===== src/common/pcsmap_pkg.sv =====
package pcsmap_pkg;
    // Operating modes, one-hot
    typedef enum logic [4:0] {
        PCSM_ILK   = 5'b0_0001,
        PCSM_B66   = 5'b0_0010,
        PCSM_B67   = 5'b0_0100,
        PCSM_XGR   = 5'b0_1000,
        PCSM_STD   = 5'b1_0000
    } pcsmap_mode_t;

    // Standard PCS lane layout: bit 0 single, bit 1 byte serializer, bit 2 PMA20 with serializer
    typedef enum logic [2:0] {
        PCSM_SER1 = 3'b001,
        PCSM_SER2 = 3'b010,
        PCSM_SER4 = 3'b100
    } pcsmap_ser_t;

    localparam int PAR_W = 80;
    localparam int DATA_W = 64;
    localparam int TXC_W = 9;
    localparam int RXC_W = 10;
    localparam int STD_TX_LANES = 4;
    localparam int STD_RX_LANES = 2;

    // Sync header codes
    localparam logic [1:0] HDR_DATA = 2'h1;
    localparam logic [1:0] HDR_CTRL = 2'h2;

    // Enhanced control-word fields
    localparam int CW_HDR_LO = 0;
    localparam int CW_INV = 2;
    localparam int CW_LOC_LO = 3;
    localparam int CW_ERR = 8;
    localparam int CW_LOCK = 9;
    localparam int CW_SHERR_LO = 8;

    // Standard PCS transmit sideband positions per lane
    localparam int TX_K_POS [STD_TX_LANES] = '{8, 19, 48, 59};
    localparam int TX_FD_POS [STD_TX_LANES] = '{9, 20, 49, 60};
    localparam int TX_DV_POS [STD_TX_LANES] = '{10, 21, 50, 61};
    localparam int TX_BYTE_POS [STD_TX_LANES] = '{0, 11, 40, 51};

    // Standard PCS receive positions per lane
    localparam int RX_K_POS [STD_RX_LANES] = '{8, 24};
    localparam int RX_BYTE_POS [STD_RX_LANES] = '{0, 16};
    localparam int RX_RM_LO = 13;

    // Rate-match status codes
    localparam logic [1:0] RM_NORMAL = 2'h0;
    localparam logic [1:0] RM_DELETE = 2'h1;
    localparam logic [1:0] RM_INSERT = 2'h2;
    localparam logic [1:0] RM_FULL = 2'h3;

    // Half of the word width, the balance point for the 67-bit disparity check
    localparam logic [6:0] DISP_BAL = 7'h20;
endpackage : pcsmap_pkg


===== src/common/pcsmap_if.sv =====
`timescale 1ns/1ps
interface pcsmap_if;
    import pcsmap_pkg::*;
    logic [PAR_W-1:0] txParallel;
    logic [TXC_W-1:0] txControl;
    logic [PAR_W-1:0] rxParallel;
    logic [RXC_W-1:0] rxControl;
    logic rmFifoFull;
    logic rmFifoEmpty;

    modport dev (
        input txParallel,
        input txControl,
        output rxParallel,
        output rxControl,
        output rmFifoFull,
        output rmFifoEmpty
    );
    modport core (
        output txParallel,
        output txControl,
        input rxParallel,
        input rxControl,
        input rmFifoFull,
        input rmFifoEmpty
    );
endinterface : pcsmap_if


===== src/verilog/pcsmap_dev.sv =====
`timescale 1ns/1ps
module pcsmap_dev (
    // Clock and reset
    input wire logic clk,
    input wire logic rst_n,
    // Configuration
    input wire pcsmap_pkg::pcsmap_mode_t mode,
    input wire pcsmap_pkg::pcsmap_ser_t serMode,
    input wire logic gigeMode,
    // Core link
    pcsmap_if.dev link,
    // Transmit results toward the PMA
    output logic [pcsmap_pkg::DATA_W-1:0] txDataOut,
    output logic [1:0] txHdrOut,
    output logic txInvOut,
    output logic txRdNegOut,
    output logic [pcsmap_pkg::STD_TX_LANES-1:0] txKOut,
    output logic [pcsmap_pkg::STD_TX_LANES*8-1:0] txBytesOut,
    output logic [pcsmap_pkg::STD_TX_LANES-1:0] txLaneRdNeg,
    // Receive enhanced PCS status
    input wire logic [pcsmap_pkg::DATA_W-1:0] rxData,
    input wire logic [1:0] rxHdr,
    input wire logic [4:0] rxWordLoc,
    input wire logic rxFrameErr,
    input wire logic rxBlockLock,
    input wire logic rxFrameLock,
    input wire logic [7:0] rxXgmiiCtl,
    input wire logic [1:0] rxHdrErr,
    // Receive standard PCS status
    input wire logic [pcsmap_pkg::STD_RX_LANES*8-1:0] rxBytes,
    input wire logic [pcsmap_pkg::STD_RX_LANES-1:0] rxKChar,
    input wire logic rmFull,
    input wire logic rmEmpty,
    input wire logic rmDelete,
    input wire logic rmInsert
);
    import pcsmap_pkg::*;

    ////////////////////////////////////////////////////////////////////////
    // Transmit enhanced path

    logic [DATA_W-1:0] txDataOut_d;
    logic [1:0] txHdrOut_d;
    logic txInvOut_d;
    logic rdNeg_q;
    logic rdNeg_d;
    logic wordHeavy;
    logic wordLight;
    logic [6:0] ones;

    function automatic logic [6:0] popCount(input logic [DATA_W-1:0] w);
        logic [6:0] n;
        n = 7'h00;
        for (int i = 0; i < DATA_W; i++) begin
            n = n + {6'h00, w[i]};
        end
        return n;
    endfunction : popCount

    assign ones = popCount(link.txParallel[DATA_W-1:0]);
    assign wordHeavy = ones > DISP_BAL;
    assign wordLight = ones < DISP_BAL;

    always_comb begin
        txDataOut_d = link.txParallel[DATA_W-1:0];
        txHdrOut_d = link.txControl[CW_HDR_LO+:2];
        txInvOut_d = 1'b0;
        rdNeg_d = rdNeg_q;
        if (mode == PCSM_B67) begin
            // Core may force inversion; otherwise we pick it to pull disparity back
            if (link.txControl[CW_INV]) begin
                txInvOut_d = 1'b1;
            end else begin
                txInvOut_d = (wordHeavy && !rdNeg_q) || (wordLight && rdNeg_q);
            end
            if (txInvOut_d) begin
                txDataOut_d = ~link.txParallel[DATA_W-1:0];
            end
            // A light word on the line pulls the running disparity negative
            if (wordHeavy != wordLight) begin
                rdNeg_d = wordLight ^ txInvOut_d;
            end
        end
    end

    always_ff @(posedge clk or negedge rst_n) begin
        if (!rst_n) begin
            txDataOut <= 64'h0000_0000_0000_0000;
            txHdrOut <= 2'h0;
            txInvOut <= 1'b0;
            rdNeg_q <= 1'b0;
        end else begin
            txDataOut <= txDataOut_d;
            txHdrOut <= txHdrOut_d;
            txInvOut <= txInvOut_d;
            rdNeg_q <= rdNeg_d;
        end
    end

    assign txRdNegOut = rdNeg_q;

    ////////////////////////////////////////////////////////////////////////
    // Transmit 8B/10B sideband decode

    logic [STD_TX_LANES-1:0] laneOn;
    logic [STD_TX_LANES-1:0] laneRd_q;

    assign laneOn[0] = 1'b1;
    assign laneOn[1] = serMode != PCSM_SER1;
    assign laneOn[2] = serMode == PCSM_SER4;
    assign laneOn[3] = serMode == PCSM_SER4;

    generate
        for (genvar i = 0; i < STD_TX_LANES; i++) begin : gTxLane
            logic kNext;
            logic [7:0] byteNext;
            logic rdNext;
            always_comb begin
                kNext = 1'b0;
                byteNext = 8'h00;
                rdNext = laneRd_q[i];
                if (mode == PCSM_STD && laneOn[i]) begin
                    kNext = link.txParallel[TX_K_POS[i]];
                    byteNext = link.txParallel[TX_BYTE_POS[i]+:8];
                    // Value 1 means negative disparity
                    if (link.txParallel[TX_FD_POS[i]]) begin
                        rdNext = link.txParallel[TX_DV_POS[i]];
                    end
                end
            end
            always_ff @(posedge clk or negedge rst_n) begin
                if (!rst_n) begin
                    txKOut[i] <= 1'b0;
                    txBytesOut[i*8+:8] <= 8'h00;
                    laneRd_q[i] <= 1'b0;
                end else begin
                    txKOut[i] <= kNext;
                    txBytesOut[i*8+:8] <= byteNext;
                    laneRd_q[i] <= rdNext;
                end
            end
        end
    endgenerate

    assign txLaneRdNeg = laneRd_q;

    ////////////////////////////////////////////////////////////////////////
    // Receive control word

    logic [RXC_W-1:0] rxControl_d;
    logic [PAR_W-1:0] rxParallel_d;
    logic [1:0] rmStatus;

    always_comb begin
        if (rmDelete) begin
            rmStatus = RM_DELETE;
        end else if (rmInsert) begin
            rmStatus = RM_INSERT;
        end else if (rmFull) begin
            rmStatus = RM_FULL;
        end else begin
            rmStatus = RM_NORMAL;
        end
    end

    always_comb begin
        rxControl_d = '0;
        rxParallel_d = '0;
        case (mode)
            PCSM_ILK: begin
                rxParallel_d[DATA_W-1:0] = rxData;
                rxControl_d[CW_HDR_LO+:2] = rxHdr;
                rxControl_d[CW_INV] = 1'b0;
                rxControl_d[CW_LOC_LO+:5] = rxWordLoc;
                rxControl_d[CW_ERR] = rxFrameErr;
                rxControl_d[CW_LOCK] = rxBlockLock && rxFrameLock;
            end
            PCSM_B66: begin
                rxParallel_d[DATA_W-1:0] = rxData;
                rxControl_d[CW_HDR_LO+:2] = rxHdr;
                rxControl_d[CW_SHERR_LO+:2] = rxHdrErr;
            end
            PCSM_B67: begin
                rxParallel_d[DATA_W-1:0] = rxData;
                rxControl_d[CW_HDR_LO+:2] = rxHdr;
            end
            PCSM_XGR: begin
                rxParallel_d[DATA_W-1:0] = rxData;
                rxControl_d[7:0] = rxXgmiiCtl;
            end
            PCSM_STD: begin
                for (int i = 0; i < STD_RX_LANES; i++) begin
                    if (i == 0 || serMode != PCSM_SER1) begin
                        rxParallel_d[RX_BYTE_POS[i]+:8] = rxBytes[i*8+:8];
                        rxParallel_d[RX_K_POS[i]] = rxKChar[i];
                    end
                end
                rxParallel_d[RX_RM_LO+:2] = rmStatus;
            end
            default: begin
                rxControl_d = '0;
            end
        endcase
    end

    always_ff @(posedge clk or negedge rst_n) begin
        if (!rst_n) begin
            link.rxControl <= 10'h000;
            link.rxParallel <= '0;
        end else begin
            link.rxControl <= rxControl_d;
            link.rxParallel <= rxParallel_d;
        end
    end

    // Flags bypass the clock on purpose; the core must synchronize them
    assign link.rmFifoFull = gigeMode && rmFull;
    assign link.rmFifoEmpty = gigeMode && rmEmpty;
endmodule : pcsmap_dev


===== src/flat_wrapper.sv =====
// flat-port wrapper written by rule: the top's interface ports become plain ports
module pcsmap_dev_flat import pcsmap_pkg::*;
  (clk, rst_n, mode, serMode, gigeMode, txDataOut, txHdrOut, txInvOut, txRdNegOut, txKOut, txBytesOut, txLaneRdNeg, rxData, rxHdr, rxWordLoc, rxFrameErr, rxBlockLock, rxFrameLock, rxXgmiiCtl, rxHdrErr, rxBytes, rxKChar, rmFull, rmEmpty, rmDelete, rmInsert, link_txParallel, link_txControl, link_rxParallel, link_rxControl, link_rmFifoFull, link_rmFifoEmpty);
  pcsmap_if link_i ();
  input wire logic clk;
  input wire logic rst_n;
  input wire pcsmap_pkg::pcsmap_mode_t mode;
  input wire pcsmap_pkg::pcsmap_ser_t serMode;
  input wire logic gigeMode;
  output logic [pcsmap_pkg::DATA_W-1:0] txDataOut;
  output logic [1:0] txHdrOut;
  output logic txInvOut;
  output logic txRdNegOut;
  output logic [pcsmap_pkg::STD_TX_LANES-1:0] txKOut;
  output logic [pcsmap_pkg::STD_TX_LANES*8-1:0] txBytesOut;
  output logic [pcsmap_pkg::STD_TX_LANES-1:0] txLaneRdNeg;
  input wire logic [pcsmap_pkg::DATA_W-1:0] rxData;
  input wire logic [1:0] rxHdr;
  input wire logic [4:0] rxWordLoc;
  input wire logic rxFrameErr;
  input wire logic rxBlockLock;
  input wire logic rxFrameLock;
  input wire logic [7:0] rxXgmiiCtl;
  input wire logic [1:0] rxHdrErr;
  input wire logic [pcsmap_pkg::STD_RX_LANES*8-1:0] rxBytes;
  input wire logic [pcsmap_pkg::STD_RX_LANES-1:0] rxKChar;
  input wire logic rmFull;
  input wire logic rmEmpty;
  input wire logic rmDelete;
  input wire logic rmInsert;
  input wire logic [$bits(link_i.txParallel)-1:0] link_txParallel;
  input wire logic [$bits(link_i.txControl)-1:0] link_txControl;
  output wire logic [$bits(link_i.rxParallel)-1:0] link_rxParallel;
  output wire logic [$bits(link_i.rxControl)-1:0] link_rxControl;
  output wire logic [$bits(link_i.rmFifoFull)-1:0] link_rmFifoFull;
  output wire logic [$bits(link_i.rmFifoEmpty)-1:0] link_rmFifoEmpty;
  assign link_i.txParallel = link_txParallel;
  assign link_i.txControl = link_txControl;
  assign link_rxParallel = link_i.rxParallel;
  assign link_rxControl = link_i.rxControl;
  assign link_rmFifoFull = link_i.rmFifoFull;
  assign link_rmFifoEmpty = link_i.rmFifoEmpty;
  pcsmap_dev u_core (.clk(clk), .rst_n(rst_n), .mode(mode), .serMode(serMode), .gigeMode(gigeMode), .link(link_i), .txDataOut(txDataOut), .txHdrOut(txHdrOut), .txInvOut(txInvOut), .txRdNegOut(txRdNegOut), .txKOut(txKOut), .txBytesOut(txBytesOut), .txLaneRdNeg(txLaneRdNeg), .rxData(rxData), .rxHdr(rxHdr), .rxWordLoc(rxWordLoc), .rxFrameErr(rxFrameErr), .rxBlockLock(rxBlockLock), .rxFrameLock(rxFrameLock), .rxXgmiiCtl(rxXgmiiCtl), .rxHdrErr(rxHdrErr), .rxBytes(rxBytes), .rxKChar(rxKChar), .rmFull(rmFull), .rmEmpty(rmEmpty), .rmDelete(rmDelete), .rmInsert(rmInsert));
endmodule

===== config.mk =====
export PLATFORM = sky130hd
export DESIGN_NAME = pcsmap_dev_flat
export DESIGN_NICKNAME = d
export VERILOG_FILES = /design/src/common/pcsmap_pkg.sv /design/src/common/pcsmap_if.sv /design/src/verilog/pcsmap_dev.sv /design/src/flat_wrapper.sv
export SDC_FILE = /design/constraint.sdc
export NUM_CORES = 1
export LEC_CHECK = 0
export ABC_AREA = 1
export BUFFER_PORTS_ARGS = -buffer_cell sky130_fd_sc_hd__buf_4
export CORE_MARGIN = 1
export CORE_UTILIZATION = 36
export DETAILED_ROUTE_END_ITERATION = 6
export GPL_ROUTABILITY_DRIVEN = 0
export HOLD_SLACK_MARGIN = 0.03
export PLACE_DENSITY = 0.63
export SETUP_SLACK_MARGIN = 0.4
export SYNTH_ARGS = -nofsm -noshare
export SYNTH_HDL_FRONTEND = slang
export SYNTH_SLANG_ARGS = --single-unit

===== constraint.sdc =====
create_clock -name clk -period 1.5 [get_ports clk]
set_input_delay 0.225 -clock clk [delete_from_list [all_inputs] [get_ports clk]]
set_output_delay 0.225 -clock clk [all_outputs]
set_load 0.05 [all_outputs]

; ---- Yosys cells after proc, flatten, opt, wreduce, memory -nomap -nowiden
; Cells that the tools add are included.
[op_classes]
order_cmp = 2
n_eq_ne = 8
muxes = 26
n_addsub = 63
n_reduce_logical = 16
n_bitwise = 2
[op_table]
columns = operator, n
row1 = adder 7 x 1 -> 7 bit, 62
row2 = 2-to-1 mux 64 bit, 2
row3 = inverter 64 bit, 1
row4 = 2-to-1 mux 39 bit, 1
row5 = one-hot mux 9 bit (2 select lines), 2
row6 = 2-to-1 mux 8 bit, 4
row7 = one-hot mux 2 bit (2 select lines), 3
row8 = one-hot mux 6 bit (2 select lines), 1
row9 = AND reduction 2 bit, 5
row10 = 2-to-1 mux 9 bit, 1
row11 = 2-to-1 mux 1 bit, 8
row12 = "greater-than comparator 7 x 6 -> 1 bit, second input constant", 1
row13 = logical AND 1 bit, 7
row14 = "less-than comparator 7 x 6 -> 1 bit, second input constant", 1
row15 = 2-to-1 mux 2 bit, 3
row16 = "== test 5 x 1 -> 1 bit, second input constant", 1
row17 = "== test 5 x 2 -> 1 bit, second input constant", 1
row18 = "== test 5 x 3 -> 1 bit, second input constant", 1
row19 = "== test 5 x 4 -> 1 bit, second input constant", 1
row20 = "== test 5 bit, second input constant", 1
row21 = 2-to-1 mux 4 bit, 1
row22 = OR reduction 4 bit, 1
row23 = "== test 3 bit, second input constant", 1
row24 = "inequality test 3 x 1 -> 1 bit, second input constant", 1
row25 = other kinds (6), 6
[totals]
wordCells = 135
output_inout_bits = 200
inputBits = 206
register_bits = 182

; ---- Longest topological paths before layout
; Gate-level depths: netlist of run 1.
[depth]
word_depth = 70
ltp_mapped = 32
mapped_depth_nobuf = 30

; ---- Worst setup path before layout of run 1
; Ideal clock, no wire load.
[synth_path]
path_kind = input port to flip-flop
from = input link_txParallel[0]
to = register u_core.txDataOut[26] (netlist name)
required_time_ns = 1.384
t_arrival_ns = 6.115
n_path_buf = 2
path_slack_ns = -4.732
setup_time_ns = 0.116
cell_stages = 27
path_cell_list = ha_1 inv_1 fa_1 fa_1 fa_1 fa_1 fa_1 fa_1 fa_1 fa_1 inv_1 fa_1 inv_1 fa_1 nand3b_1 nand2_1 nand2_1 nand2_1 nand2_1 nor2_1 nand3_2 nand2_2 nand2_4 buf_6 clkbuf_4 nand3_1 nand2_1
[synth_between]
elab_chain_cells = 70
word_cells_on_any_way = 72
classes_between = add/sub (63) / order compare (2) / mux (4) / reduce/logical (3)
[synth_lines]
columns = element, line
row1 = start: declaration, flat_wrapper.sv:31  ; input wire logic [$bits(link_i.txParallel)-1:0] link_txParallel;
row2 = adder 1 x 1 -> 2 bit (*), pcsmap_dev.sv:55  ; n = n + {6'h00, w[i]};
row3 = adder 7 x 1 -> 7 bit (*) (62 in series), pcsmap_dev.sv:55
row4 = greater-than comparator 7 x 6 -> 1 bit or less-than comparator 7 x 6 -> 1 bit (tied branches), "pcsmap_dev.sv:61, pcsmap_dev.sv:62"
row5 = logical AND 1 bit, pcsmap_dev.sv:74  ; txInvOut_d = (wordHeavy && !rdNeg_q) || (wordLight && rdNeg_q);
row6 = logical OR 1 bit (*), pcsmap_dev.sv:74
row7 = 2-to-1 mux 1 bit (*), pcsmap_dev.sv:71  ; if (link.txControl[CW_INV]) begin
row8 = 2-to-1 mux 1 bit (*), pcsmap_dev.sv:69  ; if (mode == PCSM_B67) begin
row9 = 2-to-1 mux 64 bit (*), pcsmap_dev.sv:76  ; if (txInvOut_d) begin
row10 = 2-to-1 mux 64 bit (*), pcsmap_dev.sv:69
row11 = via u_core.txDataOut_d[26], pcsmap_dev.sv:42  ; logic [DATA_W-1:0] txDataOut_d;
row12 = end signal: assignment, pcsmap_dev.sv:93  ; txDataOut <= txDataOut_d;
row13 = end: declaration, pcsmap_dev.sv:13  ; output logic [pcsmap_pkg::DATA_W-1:0] txDataOut,
; Mark *: on every way through the listed nets, which the timed path passes. The rest lies on a longest branch. The select of a mux whose other input is x is not followed.
; A chain may end at the register's enable or synchronous reset.

; ---- Worst setup path after layout of run 1
[layout_path]
from = input link_txParallel[1]
to = register u_core.txDataOut[8] (netlist name)
; The elaborated chain is that of the path after synthesis.

==> results of run 1 <==
-- worst max path at each step --
| stage | start | slack (ps) | cells past startpoint | to |
|---|---|---|---|---|
| after floorplan | link_txParallel[1] | -4500 | 27 | u_core.txDataOut[26]$_DFF_PN0_ |
| after global placement | link_txParallel[1] | -4950 | 25 | u_core.txDataOut[15]$_DFF_PN0_ |
| after detailed placement | link_txParallel[1] | -5000 | 25 | u_core.txDataOut[56]$_DFF_PN0_ |
| after CTS | link_txParallel[0] | -4550 | 28 | u_core.txDataOut[50]$_DFF_PN0_ |
| after global routing | link_txParallel[0] | -4830 | 27 | u_core.txDataOut[8]$_DFF_PN0_ |
| final | link_txParallel[1] | -4620 | 27 | u_core.txDataOut[8]$_DFF_PN0_ |
-- routing by layer --
| layer | vias to the layer above | GRT usage [%] |
|---|---|---|
| met5 | - | 0 |
| met4 | 2 | 14.70 |
| met3 | 147 | 6.832 |
| met2 | 429 | 48.68 |
| met1 | 4297 | 28.09 |
| li1 | 3899 | - |
-- registers in the layout (all words and copies together), names as in the netlist --
register,flops
u_core.txLaneRdNeg,4
u_core.txHdrOut,2
u_core.txRdNegOut,1
u_core.txKOut,4
u_core.link.rxControl,10
u_core.link.rxParallel,64
u_core.txDataOut,64
u_core.txBytesOut,32
u_core.txInvOut,1
-- metrics by stage --
stage	setup TNS [ps]	cells	util, %
2_1_floorplan	-295890	928	-
3_3_place_gp	-325820	1664	53.55
3_5_place_dp	-328980	1664	53.55
4_1_cts	-298320	1836	65.67
5_1_grt	-316430	1854	69.62
6_report	-301670	1856	69.64
-- cells by family after synthesis --
kind of cell	after synthesis
simple gates	382
buf+inv	235
flops	182
fa+ha+maj	70
compound gates	42
xor+xnor	1
other cells	1
-- synth_stat cells, drive strengths merged (2+ instances only) --
library cell / number / area [um2]
nand3b: 10 / 75.07
o22ai: 2 / 12.51
nand3: 66 / 340.3
a21oi: 4 / 20.02
o21ai: 30 / 150.1
nand2: 204 / 858.3
inv: 183 / 686.9
nor2: 95 / 369.1
ha: 16 / 200.2
clkinv: 2 / 7.510
nand4: 3 / 25.02
buf: 34 / 309.0
dfrtp: 182 / 4554
fa: 54 / 1081
clkbuf: 16 / 63.81
a22o: 2 / 17.52
-- critical path: stages --
cell       delay (ps)
buf_8             100
ha_4              250
inv_2              30
fa_1              470
fa_1              370
inv_1              80
fa_1              480
fa_1              580
fa_1              450
fa_1              530
fa_1              580
inv_1              60
fa_1              500
fa_2              450
nand3b_1          190
nand2_1            80
nand2_1            40
nand2_1            50
nand2_1            50
nor2_2            110
nand3_2           110
nand2_4           110
nand2_8            80
buf_12            150
clkbuf_16         180
nand3_2            60
nand2_1            60
-- layout make-up --
| type | instances | area (um2) |
|---|---|---|
| well taps | 319 | 399.1 |
| multi-input cells | 511 | 4055 |
| diodes | 2 | 5.005 |
| clock inverters | 15 | 183.9 |
| inverters | 185 | 703.2 |
| flip-flops and latches | 182 | 4554 |
| clock buffers | 17 | 425.4 |
| repair buffers | 625 | 6215 |
| fillers | 1599 | 7212 |
-- report_power, final --
| group | leakage (nW) | switching (W) | internal, W |
|---|---|---|---|
| clock | 0.300 | 0.00227 | 0.00241 |
| combinational | 6.02 | 0.0170 | 0.0130 |
| sequential | 2.37 | 0.000229 | 0.00529 |
-- timing repair --
action / 4_1_cts / 5_1_grt
setup endpoints to repair: 252 / 327
hold endpoints to repair: 150 / 1
cloned: 5 / 7
setup buffers: 8 / 10
resized for setup: 206 / 192
hold buffers: 127 / 1
pin swaps: 2 / 55
==> impl_metrics.yaml, run 1 <==
hold_path:
  min_from: "link_txParallel[57]"
  holdPathStages: 3
  hold_path_class: "input pin to flip-flop"
  worst_hold_path.endpoint: "u_core.txDataOut[57]$_DFF_PN0_"
critical_path:
  end_kind: "flip-flop"
  reg2reg_to: "u_core.txDataOut[29]$_DFF_PN0_"
  critical_path_class: "input pin to flip-flop"
  r2r_slack_ps: 70
  reg2reg_depth: 10
  crit_path_max_fanout: 8
  r2r_start: "u_core.txRdNegOut$_DFFE_PN0P_"
  critPathLaunchType: "input pin"
  cp.arrival_ps: 6430
  required_ps: 1820
place:
  post-place-ws_ps: -4999
  io_buffers: 367
  place_area_um2: 12720
  hpwlAfterDp_mm: 21.57
logic_synthesis:
  synth_ff_type: "dfrtp_1"
  synth-compound-area-share_pct: 2.591
  synth_warnings: 0
  yosys.area_share.simple_pct: 19.16
  synthMuxAreaShare_pct: 0
  avgSynthCellArea_um2: 9.679
  synthesis.area_um2: 8837
  yosysSeqAreaShare_pct: 51.54
  synth_xor_area_share_pct: 0.09911
  synth-adder-area-share_pct: 14.50
  synth_top_family_by_area: "simple AND/OR/NAND/NOR gates"
  synth_seq_cells: 182
  synthCells: 913
  yosysUniqueCellTypes: 38
  ys_async_sr_fraction_pct: 100.0
  synth_edf_count: 0
route:
  top_layer_used: "met5"
  routed-wl-met3_mm: 2.650
  drc: 0
  wl_met2_mm: 19.52
  drtAntennaViolNets: 0
  firstDrtPassIters: 5
  vias: 8774
  drt_wl_total_mm: 36.96
  drtIter0Drc: 585
  wl_per_cell_um: 19.91
  routed_via_density: 4.727
  met1_length_mm: 12.59
clock_tree:
  clk_pin_slew_ps: 70
  htreeDepth: 4
  cts_root_buffer: "clkbuf_16"
  cts_sinks: 182
  clock_latency_ps: 430
  cts_max_path_buffers: 2
  numCtsBuffers: 17
  cts_tree: "done"
power_and_ir_drop:
  p_leak_nw: 8.684
  cellPowerDensity_nw_per_um2: 2425
  vdd_drop_max_v: 0.004763
  power_w: 0.04011
sta:
  hold_ws_ps: 47.78
  clock_skew_ps: 9.092
  timing.fmax_mhz: 163.5
  slew_viol_final: 0
  post-route-period-util_pct: 407.7
  finalSetupViolations: 66
  period_needed_ps: 6116
  setup_slack_ps: -4616
  final-hold-violation-count: 0
  rsz0062_at_grt: "yes"
global_routing:
  grt_max_degree: 47
  overflow: 0
  antenna_found_initial: 3
  grt_pass1_vias: 8870
  track_usage_pct: 26.76
  grt_pass1_wl_mm: 49.14
flow_run:
  cap_violations: 0
cells_and_area:
  layout.nets: 1798
  final_common_cell: "buf_4"
  mostFrequentLayoutCells: "buf_4 (273), buf_6 (188), dfrtp_1 (182)"
  area_growth_pct: 87.17
  drive_gt1_share_pct: 46.78
  fin_area_um2: 16540
floorplan:
  initial_core_util_pct: 37.21
  placementRows: 56
  pin_count: 406
  chipHeight_um: 158.7
  die_area_um2: 25180
  core-area_um2: 23750
  die_x_um: 158.7
outcome:
  outcome: "complete, but fails checks"
  violations: "negative setup slack"
(Power assumes the default switching activity.)
==> inputs of run 2 (changes only) <==
- BUFFER_PORTS_ARGS: -buffer_cell sky130_fd_sc_hd__buf_4 -> -buffer_cell sky130_fd_sc_hd__buf_2
- PLACE_DENSITY: 0.63 -> not set
==> impl_metrics.yaml, run 2 (synthesized netlist as in run 1, its figures left out) <==
critical_path:
  max_stage_delay_ps: 560
  cp.arrival_ps: 6380
  reg2reg_depth: 10
  cpLargestDelayFamily: "adder cells"
  critical_path_class: "input pin to flip-flop"
  critPathLaunchType: "input pin"
  crit_path_frequent_cell: "fa_1"
  required_ps: 1820
  crit_path_max_fanout: 5
  cp_slowest_cell: "fa_1"
  r2r_slack_ps: 60
  worst-path-stages: 27
  critPathBufInv: 7
  end_kind: "flip-flop"
cells_and_area:
  seq_area_um2: 4556
  multi_input_area_um2: 3500
  layout.nets: 1777
  final_common_cell: "buf_6"
  final_util_pct: 63.77
  area_growth_pct: 71.41
  top_regs: "u_core.link.rxParallel (64), u_core.txDataOut (64), u_core.txBytesOut (32)"
  fillCellCount: 1833
  drive_gt1_share_pct: 40.42
  mostFrequentLayoutCells: "buf_6 (184), dfrtp_1 (181), buf_2 (179)"
outcome:
  violations: "negative setup slack"
  outcome: "complete, but fails checks"
route:
  wl_per_cell_um: 17.02
  drtIter0Drc: 466
  routed_via_density: 4.485
  drt_wl_total_mm: 31.36
  firstDrtPassIters: 4
  vias: 8262
  drtAntennaViolNets: 0
  drc: 0
power_and_ir_drop:
  p_switching_w: 0.01771
  p_leak_nw: 8.307
  vdd_drop_max_v: 0.004376
  swShare_pct: 46.77
  p_int_w: 0.02015
  clockPowerShare_pct: 11.8
  combPwrFrac_pct: 73.7
  pwr-share-seq_pct: 14.4
  cellPowerDensity_nw_per_um2: 2499
clock_tree:
  clock_latency_ps: 430
  cts_sinks: 182
  numCtsBuffers: 17
  cts_root_buffer: "clkbuf_16"
  cts_tree: "done"
  htreeDepth: 4
  clk_pin_slew_ps: 80
  cts_max_path_buffers: 2
sta:
  finalSetupViolations: 66
  timing.fmax_mhz: 164.9
  post-route-period-util_pct: 404.4
  period_needed_ps: 6066
  clock_skew_ps: 15.82
  hold_ws_ps: 51.72
  tns_ps: -297470
  final-hold-violation-count: 0
  slew_viol_final: 0
  setup_slack_ps: -4566
  rsz0062_at_grt: "yes"
global_routing:
  grt_max_degree: 47
  grt_pass1_vias: 8711
  track_usage_pct: 24.21
  antenna_found_initial: 11
  overflow: 0
  grt_pass1_wl_mm: 45.09
floorplan:
  pin_count: 406
  core-area_um2: 23750
  die_x_um: 158.7
  placementRows: 56
  chipHeight_um: 158.7
  initial_core_util_pct: 37.21
  die_area_um2: 25180
flow_run:
  cap_violations: 0
place:
  post-place-ws_ps: -4991
  hpwlAfterDp_mm: 21.21
  io_buffers: 367
hold_path:
  holdPathStages: 3
  hold_path_class: "input pin to flip-flop"
run 2: cell types whose count changed in the layout (fill, tap and decap cells not counted), moves of 14 or more:
| cell | previous run | this run |
|---|---|---|
| nand2_2 | 61 | 36 |
| nor2_1 | 43 | 86 |
| nor2_4 | 44 | 4 |
| buf_4 | 273 | 95 |
| nand3_1 | 31 | 45 |
| buf_2 | 0 | 179 |
| nand2_1 | 134 | 165 |
run 2: worst paths after layout:
| path | startpoint | end |
|---|---|---|
| min in group asynchronous | rst_n | u_core.link.rxParallel[26]$_DFF_PN0_ |
| max in group asynchronous | rst_n | u_core.link.rxParallel[23]$_DFF_PN0_ |
| hold reg to reg | u_core.txLaneRdNeg[3]$_DFFE_PN0P_ | u_core.txLaneRdNeg[3]$_DFFE_PN0P_ |
| setup / recovery | link_txParallel[0] | u_core.txDataOut[47]$_DFF_PN0_ |
| hold / removal | rxWordLoc[4] | u_core.link.rxControl[7]$_DFF_PN0_ |
| setup reg to reg | u_core.txRdNegOut$_DFFE_PN0P_ | u_core.txDataOut[37]$_DFF_PN0_ |
run 2: layer usage:
metal	track usage, %	vias to the layer above	share of wire [%]
met1	25.80	4004	36
li1	-	3854	-
met2	43.80	306	53
met5	0	-	0.11
met3	5.961	92	5.9
met4	13.23	6	5.0
run 2: timing repair:
item	in CTS	in global routing
gates resized for setup	290	171
endpoints found under the hold margin	146	0
pin swaps	10	17
gates cloned	4	1
buffers inserted	6	5
hold buffers	123	0
setup endpoints to repair	248	257
run 2: final cells by class:
class,instances,share of cell area (%)
diodes,9,0.1487
clock buffers,17,2.808
clock inverters,15,1.065
inverters,185,4.625
multi-input cells,511,23.10
flip-flops and latches,182,30.07
well taps,319,2.635
repair buffers,604,35.54
run 2: power groups by stage:
stage / clock network [W] / logic [W] / registers, W
final: 0.00448 / 0.0279 / 0.00546
after global routing: 0.00475 / 0.0296 / 0.00548
after CTS: 0.00455 / 0.0287 / 0.00549
after global placement: 0 / 0.0229 / 0.00550
after detailed placement: 0 / 0.0231 / 0.00550
after floorplan: 0 / 0.0176 / 0.00703
run 2: metrics by stage:
stage | total power, W | cells | area [um2]
final | 0.03786 | 1842 | 15150
after CTS | 0.03877 | 1827 | 14670
after global routing | 0.03982 | 1839 | 15140
after floorplan | 0.02468 | 928 | 9094
after global placement | 0.02842 | 1662 | 11780
after detailed placement | 0.02856 | 1662 | 11780
run 2: worst reg2reg max path, stage by stage (launching register included):
cell	delay (ps)
dfrtp_1	420
inv_1	120
nand2_1	80
inv_2	70
nand2_4	70
nand2_8	100
nand2_8	100
buf_12	150
buf_16	120
nand2_1	50
nand2_1	50
